**src/core/temp_alert_cfg.svh**
```systemverilog
// Offsets, field positions, reset values and constants of the temperature alert block
`ifndef TEMP_ALERT_CFG_SVH
`define TEMP_ALERT_CFG_SVH
`define OFS_TEMP 12'h000
`define OFS_CONFIG 12'h004
`define OFS_HIGH_FIRST 12'h008
`define OFS_LOW_FIRST 12'h00c
`define OFS_HIGH_SECOND 12'h010
`define OFS_LOW_SECOND 12'h014
`define OFS_CLEAR_CMD 12'h018
`define OFS_IRQ_STATUS 12'h01c
`define OFS_IRQ_ENABLE 12'h020
`define OFS_IRQ_CLEAR 12'h024
`define CFG_POL_FIRST 7
`define CFG_MODE_FIRST 6
`define CFG_OVER_FIRST 5
`define CFG_UNDER_FIRST 4
`define CFG_POL_SECOND 3
`define CFG_MODE_SECOND 2
`define CFG_OVER_SECOND 1
`define CFG_UNDER_SECOND 0
`define CFG_RESET 8'h00
`define CMD_CLEAR_FIRST 8'hb5
`define CMD_CLEAR_SECOND 8'h75
`define LIMIT_MAX_CODE 16'h7ffc
`define LIMIT_MIN_CODE 16'h8000
`define RES_LSB_SHIFT 2
`define BAUD_MIN_HBD 48
`define BAUD_MAX_HBD 1154
`endif

```
**src/core/temp_alert_pkg.sv**
```systemverilog
// Types shared by the temperature alert block
package temp_alert_pkg;
  typedef struct packed {
    logic valid;
    logic [13:0] code;
  } conv_t;
  typedef struct packed {
    logic [15:0] high;
    logic [15:0] low;
  } limit_pair_t;
  typedef struct packed {
    logic [31:0] paddr;
    logic psel;
    logic penable;
    logic pwrite;
    logic [31:0] pwdata;
  } apb_req_t;
  typedef enum logic [1:0] {
    CH_IDLE = 2'b01,
    CH_TRIP = 2'b10
  } ch_state_t;
endpackage : temp_alert_pkg

```
**src/core/temp_result_limit_alert.sv**
```systemverilog
// Temperature result register, limit compare and alert outputs
//
// The register addresses and register access over APB were decided locally.
`include "temp_alert_cfg.svh"
`timescale 1ns/100ps
`default_nettype none
module temp_result_limit_alert #(
  parameter int RESULT_BITS = 14,
  parameter logic [15:0] NV_HIGH_FIRST = 16'h7ffc,
  parameter logic [15:0] NV_LOW_FIRST = 16'h8000,
  parameter logic [15:0] NV_HIGH_SECOND = 16'h7ffc,
  parameter logic [15:0] NV_LOW_SECOND = 16'h8000
) (
  input wire logic pclk,
  input wire logic presetn,
  input wire logic [31:0] paddr,
  input wire logic psel,
  input wire logic penable,
  input wire logic pwrite,
  input wire logic [31:0] pwdata,
  input wire logic [3:0] pstrb,
  output logic [31:0] prdata,
  output logic pready,
  output logic pslverr,
  input wire temp_alert_pkg::conv_t conv_in,
  input wire logic [7:0] bus_cmd,
  input wire logic bus_cmd_valid,
  output logic limit_out_first,
  output logic limit_out_second,
  output logic irq
);
  import temp_alert_pkg::*;

  if (RESULT_BITS != 14) begin : g_bad_width
    $error("RESULT_BITS must be 14");
  end

  // Receiver rate window, in hundreds of baud
  localparam int BAUD_MIN_HBD = `BAUD_MIN_HBD;
  localparam int BAUD_MAX_HBD = `BAUD_MAX_HBD;
  if (BAUD_MIN_HBD <= 0 || BAUD_MIN_HBD >= BAUD_MAX_HBD) begin : g_bad_baud
    $error("baud window must be non-empty");
  end

  logic [15:0] temp_ff;
  logic [7:0] cfg_ff;
  limit_pair_t lim_ff [2];
  logic [1:0] over_ff;
  logic [1:0] under_ff;
  logic [1:0] alert_ff;
  logic [1:0] status_ff;
  logic [1:0] enable_ff;
  logic [31:0] prdata_ff;
  logic pready_ff;
  logic pslverr_ff;
  logic irq_ff;
  logic out_first_ff;
  logic out_second_ff;

  logic setup;
  logic wr;
  logic rd;
  logic cfg_read;
  logic [15:0] result_lj;
  logic [1:0] mode;
  logic [1:0] pol;
  logic [1:0] cmd_clear;
  logic [1:0] hi_hit;
  logic [1:0] lo_hit;
  logic [1:0] ev;

  function automatic logic known_addr(input logic [31:0] a);
    case (a[11:0])
      `OFS_TEMP, `OFS_CONFIG, `OFS_HIGH_FIRST, `OFS_LOW_FIRST,
      `OFS_HIGH_SECOND, `OFS_LOW_SECOND, `OFS_CLEAR_CMD,
      `OFS_IRQ_STATUS, `OFS_IRQ_ENABLE, `OFS_IRQ_CLEAR: known_addr = (a[31:12] == 20'h0);
      default: known_addr = 1'b0;
    endcase
  endfunction : known_addr

  function automatic logic [15:0] merge16(input logic [15:0] old, input logic [31:0] d,
                                          input logic [3:0] s);
    merge16 = {s[1] ? d[15:8] : old[15:8], s[0] ? d[7:0] : old[7:0]};
  endfunction : merge16

  // One-cycle access phase
  assign setup = psel && !penable;
  assign wr = psel && penable && pwrite && pready_ff && known_addr(paddr);
  assign rd = psel && penable && !pwrite && pready_ff;
  assign cfg_read = rd && (paddr[11:0] == `OFS_CONFIG) && (paddr[31:12] == 20'h0);
  // Left-justify the 14-bit code into 16 bits
  assign result_lj = {conv_in.code, 2'b00};
  assign mode = {cfg_ff[`CFG_MODE_SECOND], cfg_ff[`CFG_MODE_FIRST]};
  assign pol = {cfg_ff[`CFG_POL_SECOND], cfg_ff[`CFG_POL_FIRST]};
  // Clear commands from the serial receiver
  assign cmd_clear[0] = bus_cmd_valid && (bus_cmd == `CMD_CLEAR_FIRST);
  assign cmd_clear[1] = bus_cmd_valid && (bus_cmd == `CMD_CLEAR_SECOND);

  // Per-channel window compare
  generate
    for (genvar i = 0; i < 2; i++) begin : g_cmp
      assign hi_hit[i] = $signed(result_lj) > $signed(lim_ff[i].high);
      assign lo_hit[i] = $signed(result_lj) < $signed(lim_ff[i].low);
      assign ev[i] = conv_in.valid && (hi_hit[i] || (lo_hit[i] && !mode[i]));
    end
  endgenerate

  // Result register
  always_ff @(posedge pclk or negedge presetn) begin
    if (!presetn) begin
      temp_ff <= 16'h0000;
    end else if (conv_in.valid) begin
      temp_ff <= result_lj;
    end
  end

  // Configuration register
  always_ff @(posedge pclk or negedge presetn) begin
    if (!presetn) begin
      cfg_ff <= `CFG_RESET;
    end else if (wr && paddr[11:0] == `OFS_CONFIG && pstrb[0]) begin
      cfg_ff <= pwdata[7:0];
    end
  end

  // Limit registers, nonvolatile defaults at reset
  always_ff @(posedge pclk or negedge presetn) begin
    if (!presetn) begin
      lim_ff[0] <= '{high: NV_HIGH_FIRST, low: NV_LOW_FIRST};
      lim_ff[1] <= '{high: NV_HIGH_SECOND, low: NV_LOW_SECOND};
    end else if (wr) begin
      case (paddr[11:0])
        `OFS_HIGH_FIRST: lim_ff[0].high <= merge16(lim_ff[0].high, pwdata, pstrb);
        `OFS_LOW_FIRST: lim_ff[0].low <= merge16(lim_ff[0].low, pwdata, pstrb);
        `OFS_HIGH_SECOND: lim_ff[1].high <= merge16(lim_ff[1].high, pwdata, pstrb);
        `OFS_LOW_SECOND: lim_ff[1].low <= merge16(lim_ff[1].low, pwdata, pstrb);
        default: ;
      endcase
    end
  end

  // Flags and alert state per channel
  generate
    for (genvar i = 0; i < 2; i++) begin : g_ch
      logic clr_cmd;
      assign clr_cmd = cmd_clear[i] ||
                       (wr && paddr[11:0] == `OFS_CLEAR_CMD && pwdata[i]);
      always_ff @(posedge pclk or negedge presetn) begin
        if (!presetn) begin
          over_ff[i] <= 1'b0;
          under_ff[i] <= 1'b0;
          alert_ff[i] <= 1'b0;
        end else if (mode[i]) begin
          // Therm: over and alert change only on a conversion, under is held at zero
          under_ff[i] <= 1'b0;
          if (conv_in.valid && hi_hit[i]) begin
            over_ff[i] <= 1'b1;
            alert_ff[i] <= 1'b1;
          end else if (conv_in.valid && lo_hit[i]) begin
            over_ff[i] <= 1'b0;
            alert_ff[i] <= 1'b0;
          end
        end else begin
          // Latched: new trip wins over a clear
          over_ff[i] <= (conv_in.valid && hi_hit[i]) ||
                        (over_ff[i] && !cfg_read);
          under_ff[i] <= (conv_in.valid && lo_hit[i]) ||
                         (under_ff[i] && !cfg_read);
          alert_ff[i] <= (conv_in.valid && (hi_hit[i] || lo_hit[i])) ||
                         (alert_ff[i] && !cfg_read && !clr_cmd);
        end
      end
    end
  endgenerate

  // Alert pins; each pin is its alert state XOR its polarity bit, registered
  always_ff @(posedge pclk or negedge presetn) begin
    if (!presetn) begin
      out_first_ff <= 1'b0;
      out_second_ff <= 1'b0;
    end else begin
      out_first_ff <= alert_ff[0] ^ pol[0];
      out_second_ff <= alert_ff[1] ^ pol[1];
    end
  end

  // Interrupt status, enable and clear
  always_ff @(posedge pclk or negedge presetn) begin
    if (!presetn) begin
      status_ff <= 2'b00;
      enable_ff <= 2'b00;
      irq_ff <= 1'b0;
    end else begin
      if (wr && paddr[11:0] == `OFS_IRQ_ENABLE) begin
        enable_ff <= pwdata[1:0];
      end
      if (wr && paddr[11:0] == `OFS_IRQ_CLEAR) begin
        status_ff <= (status_ff & ~pwdata[1:0]) | ev;
      end else begin
        status_ff <= status_ff | ev;
      end
      irq_ff <= |(status_ff & enable_ff);
    end
  end

  // APB slave: answer in the cycle after setup
  always_ff @(posedge pclk or negedge presetn) begin
    if (!presetn) begin
      pready_ff <= 1'b0;
      pslverr_ff <= 1'b0;
      prdata_ff <= 32'h0000_0000;
    end else begin
      pready_ff <= setup;
      pslverr_ff <= setup && !known_addr(paddr);
      prdata_ff <= 32'h0000_0000;
      if (setup && !pwrite) begin
        case (paddr[11:0])
          `OFS_TEMP: prdata_ff <= {16'h0000, temp_ff};
          `OFS_CONFIG: prdata_ff <= {24'h0, cfg_ff[7:6], over_ff[0], under_ff[0] & ~mode[0],
                                     cfg_ff[3:2], over_ff[1],
                                     under_ff[1] & ~mode[1]};
          `OFS_HIGH_FIRST: prdata_ff <= {16'h0000, lim_ff[0].high};
          `OFS_LOW_FIRST: prdata_ff <= {16'h0000, lim_ff[0].low};
          `OFS_HIGH_SECOND: prdata_ff <= {16'h0000, lim_ff[1].high};
          `OFS_LOW_SECOND: prdata_ff <= {16'h0000, lim_ff[1].low};
          `OFS_IRQ_STATUS: prdata_ff <= {30'h0, status_ff};
          `OFS_IRQ_ENABLE: prdata_ff <= {30'h0, enable_ff};
          default: prdata_ff <= 32'h0000_0000;
        endcase
      end
    end
  end

  assign prdata = prdata_ff;
  assign pready = pready_ff;
  assign pslverr = pslverr_ff;
  assign irq = irq_ff;
  assign limit_out_first = out_first_ff;
  assign limit_out_second = out_second_ff;
endmodule : temp_result_limit_alert
`default_nettype wire

```
**config.mk**
```make
export PLATFORM = sky130hd
export DESIGN_NAME = temp_result_limit_alert
export DESIGN_NICKNAME = d
export VERILOG_FILES = /design/src/core/temp_alert_pkg.sv /design/src/core/temp_result_limit_alert.sv
export VERILOG_INCLUDE_DIRS = /design/src /design/src/core
export SDC_FILE = /design/constraint.sdc
export NUM_CORES = 1
export LEC_CHECK = 0
export BUFFER_PORTS_ARGS = -buffer_cell sky130_fd_sc_hd__buf_2
export CAP_MARGIN = 20
export CORE_UTILIZATION = 40
export CTS_CLUSTER_SIZE = 40
export DETAILED_ROUTE_END_ITERATION = 8
export PLACE_DENSITY_LB_ADDON = 0.15
export SLEW_MARGIN = 20
export SYNTH_ARGS = -nofsm -noshare
export SYNTH_HDL_FRONTEND = slang
export SYNTH_SLANG_ARGS = --single-unit
```
**constraint.sdc**
```tcl
create_clock -name pclk -period 2.75 [get_ports pclk]
set_input_delay 0 -clock pclk [delete_from_list [all_inputs] [get_ports pclk]]
set_output_delay 0 -clock pclk [all_outputs]
set_load 0.02 [all_outputs]
```
==> summary.txt <==
Yosys
  – #FFs+latches synth: 113
  – FFs w/ async S/R, synth: 100%
  – Sequential share of the synthesized area: 43.8%
  – Synth warn: 0
  – Avg Inst Size Synth: roughly 11 um2
  – Main synth FF type: dfrtp_1
  – Synth cell types: between 50 and 60
  – Post-synthesis cell count: 591
  – Post-synthesis instance area: ~6500 um2
  – Post-synth EDFFs: 0

Clock network
  – Clock Path Buffers: 2
  – Root Driver: clkbuf_16
  – Sink Count: approximately 110
  – Total CTS buffers: 17
  – Clock Latency Late Sink: between 0.4 and 0.5 ns
  – CTS tree: done
  – CTS clk-pin slew, worst paths: roughly 0.05 ns
  – Post-CTS Setup Bufs: 0
  – CTS HTree Levels: 4

Critical path
  – CP Class: reg -> reg
  – Worst Path Arrival: 2.81 ns
  – R2R depth: 9
  – Crit path max fanout: 3
  – Required time of the critical path: approximately 3.0 ns
  – Worst path max stage delay: 0.54 ns
  – Critical path's slowest cell: dfstp_2
  – Crit. End Element: flip-flop
  – CP Launch Type: flip-flop
  – Crit-path cells: inv_1, ha_1, nand4_1, a211oi_1, a2111oi_1, o32ai_1, o41ai_1, buf_4, o221ai_1

Route
  – Final wirelength: ~18 mm
  – Detailed Route Iter0 Violations: approximately 330
  – Vias per inst: around 5.4
  – Initial DRT Pass Iterations: 8
  – WL/cell: between 15 and 20 um
  – # DRC: 0
  – DR vias: 5298
  – Post-DRT Antenna Nets: 0

STA
  – Clock Skew: 0.00847 ns
  – Final setup TNS: 0 ns
  – Final setup fails: 0
  – Worst-Margin Slew: approximately 0.65 ns
  – RSZ-0062 raised after global routing: false
  – Slew headroom: between 50% and 60%
  – Slew Limit Fails: 0
  – Final Hold Fails: 0
  – Tmin final: about 2.5 ns
  – Final critical-path share of the clock period: between 90 and 100%
  – Fmax: a little under 400 MHz

GRT
  – First-pass GRT wire length: 29.0 mm
  – Initial antenna violation count: 0
  – Total track usage: between 20% and 30%
  – Largest net degree at the start of global routing: 55
  – Number of global-route vias before repair: ~5300
  – Total global routing overflow: 0

Status
  – Status: completed

Power
  – Overall power: ~0.0043 W
  – Comb power frac: between 9 and 10%
  – Pwr Density: around 530 nW/um2
  – Internal power: around 0.0034 W
  – Lkg Pwr: approximately 3.7 nW
  – Switching Share: around 23%
  – Clk network pwr share: 51.5%
  – Peak VDD IR: around 0.44 mV
  – NetSw: ~0.00099 W
  – Sequential share of power: ~40%

Min path
  – Hold path depth: 3
  – Worst min path class: in -> reg

Die
  – Core Box Area: ~16000 um2
  – Ports: around 130
  – Initial Util: 41.0%
  – Die ar.: between 15000 and 20000 um2
  – Row count: 46
  – Die Y: approximately 130 um
  – Die Wd: ~130 um

Placement
  – Placed Area: around 7300 um2
  – Port Buf Inserts: 99
  – Gpl congestion: between 0.8 and 0.9
  – HPWL after DPL: 13.8 mm

Cells and area
  – Leading cell type in the layout, fill and taps excluded: buf_2
  – Layout Nets: about 900
  – Share of cells above drive strength 1: 35.4%
  – Final Cell Area: 8260 um2
  – Most frequent cells in the layout: 98 x buf_2, 85 x dfrtp_1, 80 x mux2_2
  – Number of diodes: 0
  – Area growth, synth to finish: 26.4%
  – Final core utilization: 51.8%

Flow run
  – Max-cap violations: 0
[cells in the mapped netlist, types with 8 or more instances]
cell type / n / share of area (%)
a222oi_1: 11 / 1.7
nand3_1: 10 / 0.77
buf_2: 8 / 0.61
nor2_1: 20 / 1.1
nand2_1: 11 / 0.63
dfstp_2: 28 / 11
buf_4: 17 / 2.0
dfrtp_1: 85 / 33
a21oi_1: 33 / 2.5
nand4_1: 18 / 1.7
ha_1: 56 / 11
inv_1: 66 / 3.8
a22oi_1: 19 / 2.2
nand2_2: 9 / 0.86
mux2_2: 80 / 14
o21ai_0: 14 / 1.1
[registers in the layout (all words and copies together) (netlist names)]
name and flops:
limit_out_first 1, over_ff 2, irq 1, cfg_ff 4, pslverr 1, under_ff 2, alert_ff 2, lim_ff 64
prdata 16, limit_out_second 1, pready 1, status_ff 2, temp_ff 14, enable_ff 2
[kinds of logic after synthesis]
kind of cell / after synthesis / synth area share [%]
DFF: 113 / 43.8
AOI/OAI and AO/OA: 119 / 12.6
xor gates and xnor gates: 2 / 0.268
muxes: 89 / 15.2
adders and majority gates: 56 / 10.7
and+or+nand+nor: 115 / 10.7
buffers and inverters: 96 / 6.64
other: 1 / 0.0574
[power by group through the flow]
stage | Clock (W) | Sequential, W | Combinational, W
after floorplan | 0 | 0.00174 | 0.000183
after global placement | 0 | 0.00174 | 0.000347
after detailed placement | 0 | 0.00174 | 0.000354
after CTS | 0.00228 | 0.00171 | 0.000395
after global routing | 0.00235 | 0.00171 | 0.000441
final | 0.00224 | 0.00171 | 0.000394
[metrics by stage]
step | hold slack [ns] | worst slack, ns | std cells
2_1_floorplan | -0.296 | 0.563 | 606
3_3_place_gp | -0.0347 | 0.232 | 905
3_5_place_dp | -0.0284 | 0.242 | 905
4_1_cts | 0.00265 | 0.207 | 973
5_1_grt | 0.0347 | 0.0346 | 973
6_report | 0.0212 | 0.208 | 973
[path summary, 6_finish.rpt]
kind	startpoint	endpoint	slack, ns
max in group asynchronous	presetn	lim_ff[47]	1.90
min in group asynchronous	presetn	enable_ff[1]	0.06
setup / recovery	lim_ff[55]	status_ff[0]	0.21
setup reg to reg	lim_ff[55]	status_ff[0]	0.21
hold reg to reg	alert_ff[0]	limit_out_first	0.48
hold / removal	pwrite	enable_ff[0]	0.02
[layer usage]
metal  vias up  share of wire [%]  global-route usage [%]
met5         -                  0                       0
met4         0                2.1                    9.10
met3        36                5.0                    3.77
met2       181                 46                    36.2
met1      2621                 47                    32.8
li1       2460                  -                       -
[critical path, delay by kind of cell, from the launching register on]
family	cells	cell delay [ns]
simple gates	1	0.16
buf+inv	2	0.25
fa+ha+maj	1	0.31
flops	1	0.54
compound gates	5	1.12
[timing repair]
action / CTS / global route
gates resized for setup: 0 / 1
endpoints found under the hold margin: 152 / 0
hold buffers: 36 / 0
endpoints found under the setup margin: 0 / 3
[final cells by class]
| type | instances | area (um2) |
|---|---|---|
| clock inverter | 10 | 133 |
| fill | 1434 | 7680 |
| inverter | 66 | 248 |
| timing repair buffer | 149 | 976 |
| sequential | 113 | 2860 |
| tap | 216 | 270 |
| multi-input combinational | 397 | 3300 |
| clock buffer | 22 | 474 |
(Power assumes the default switching activity.)
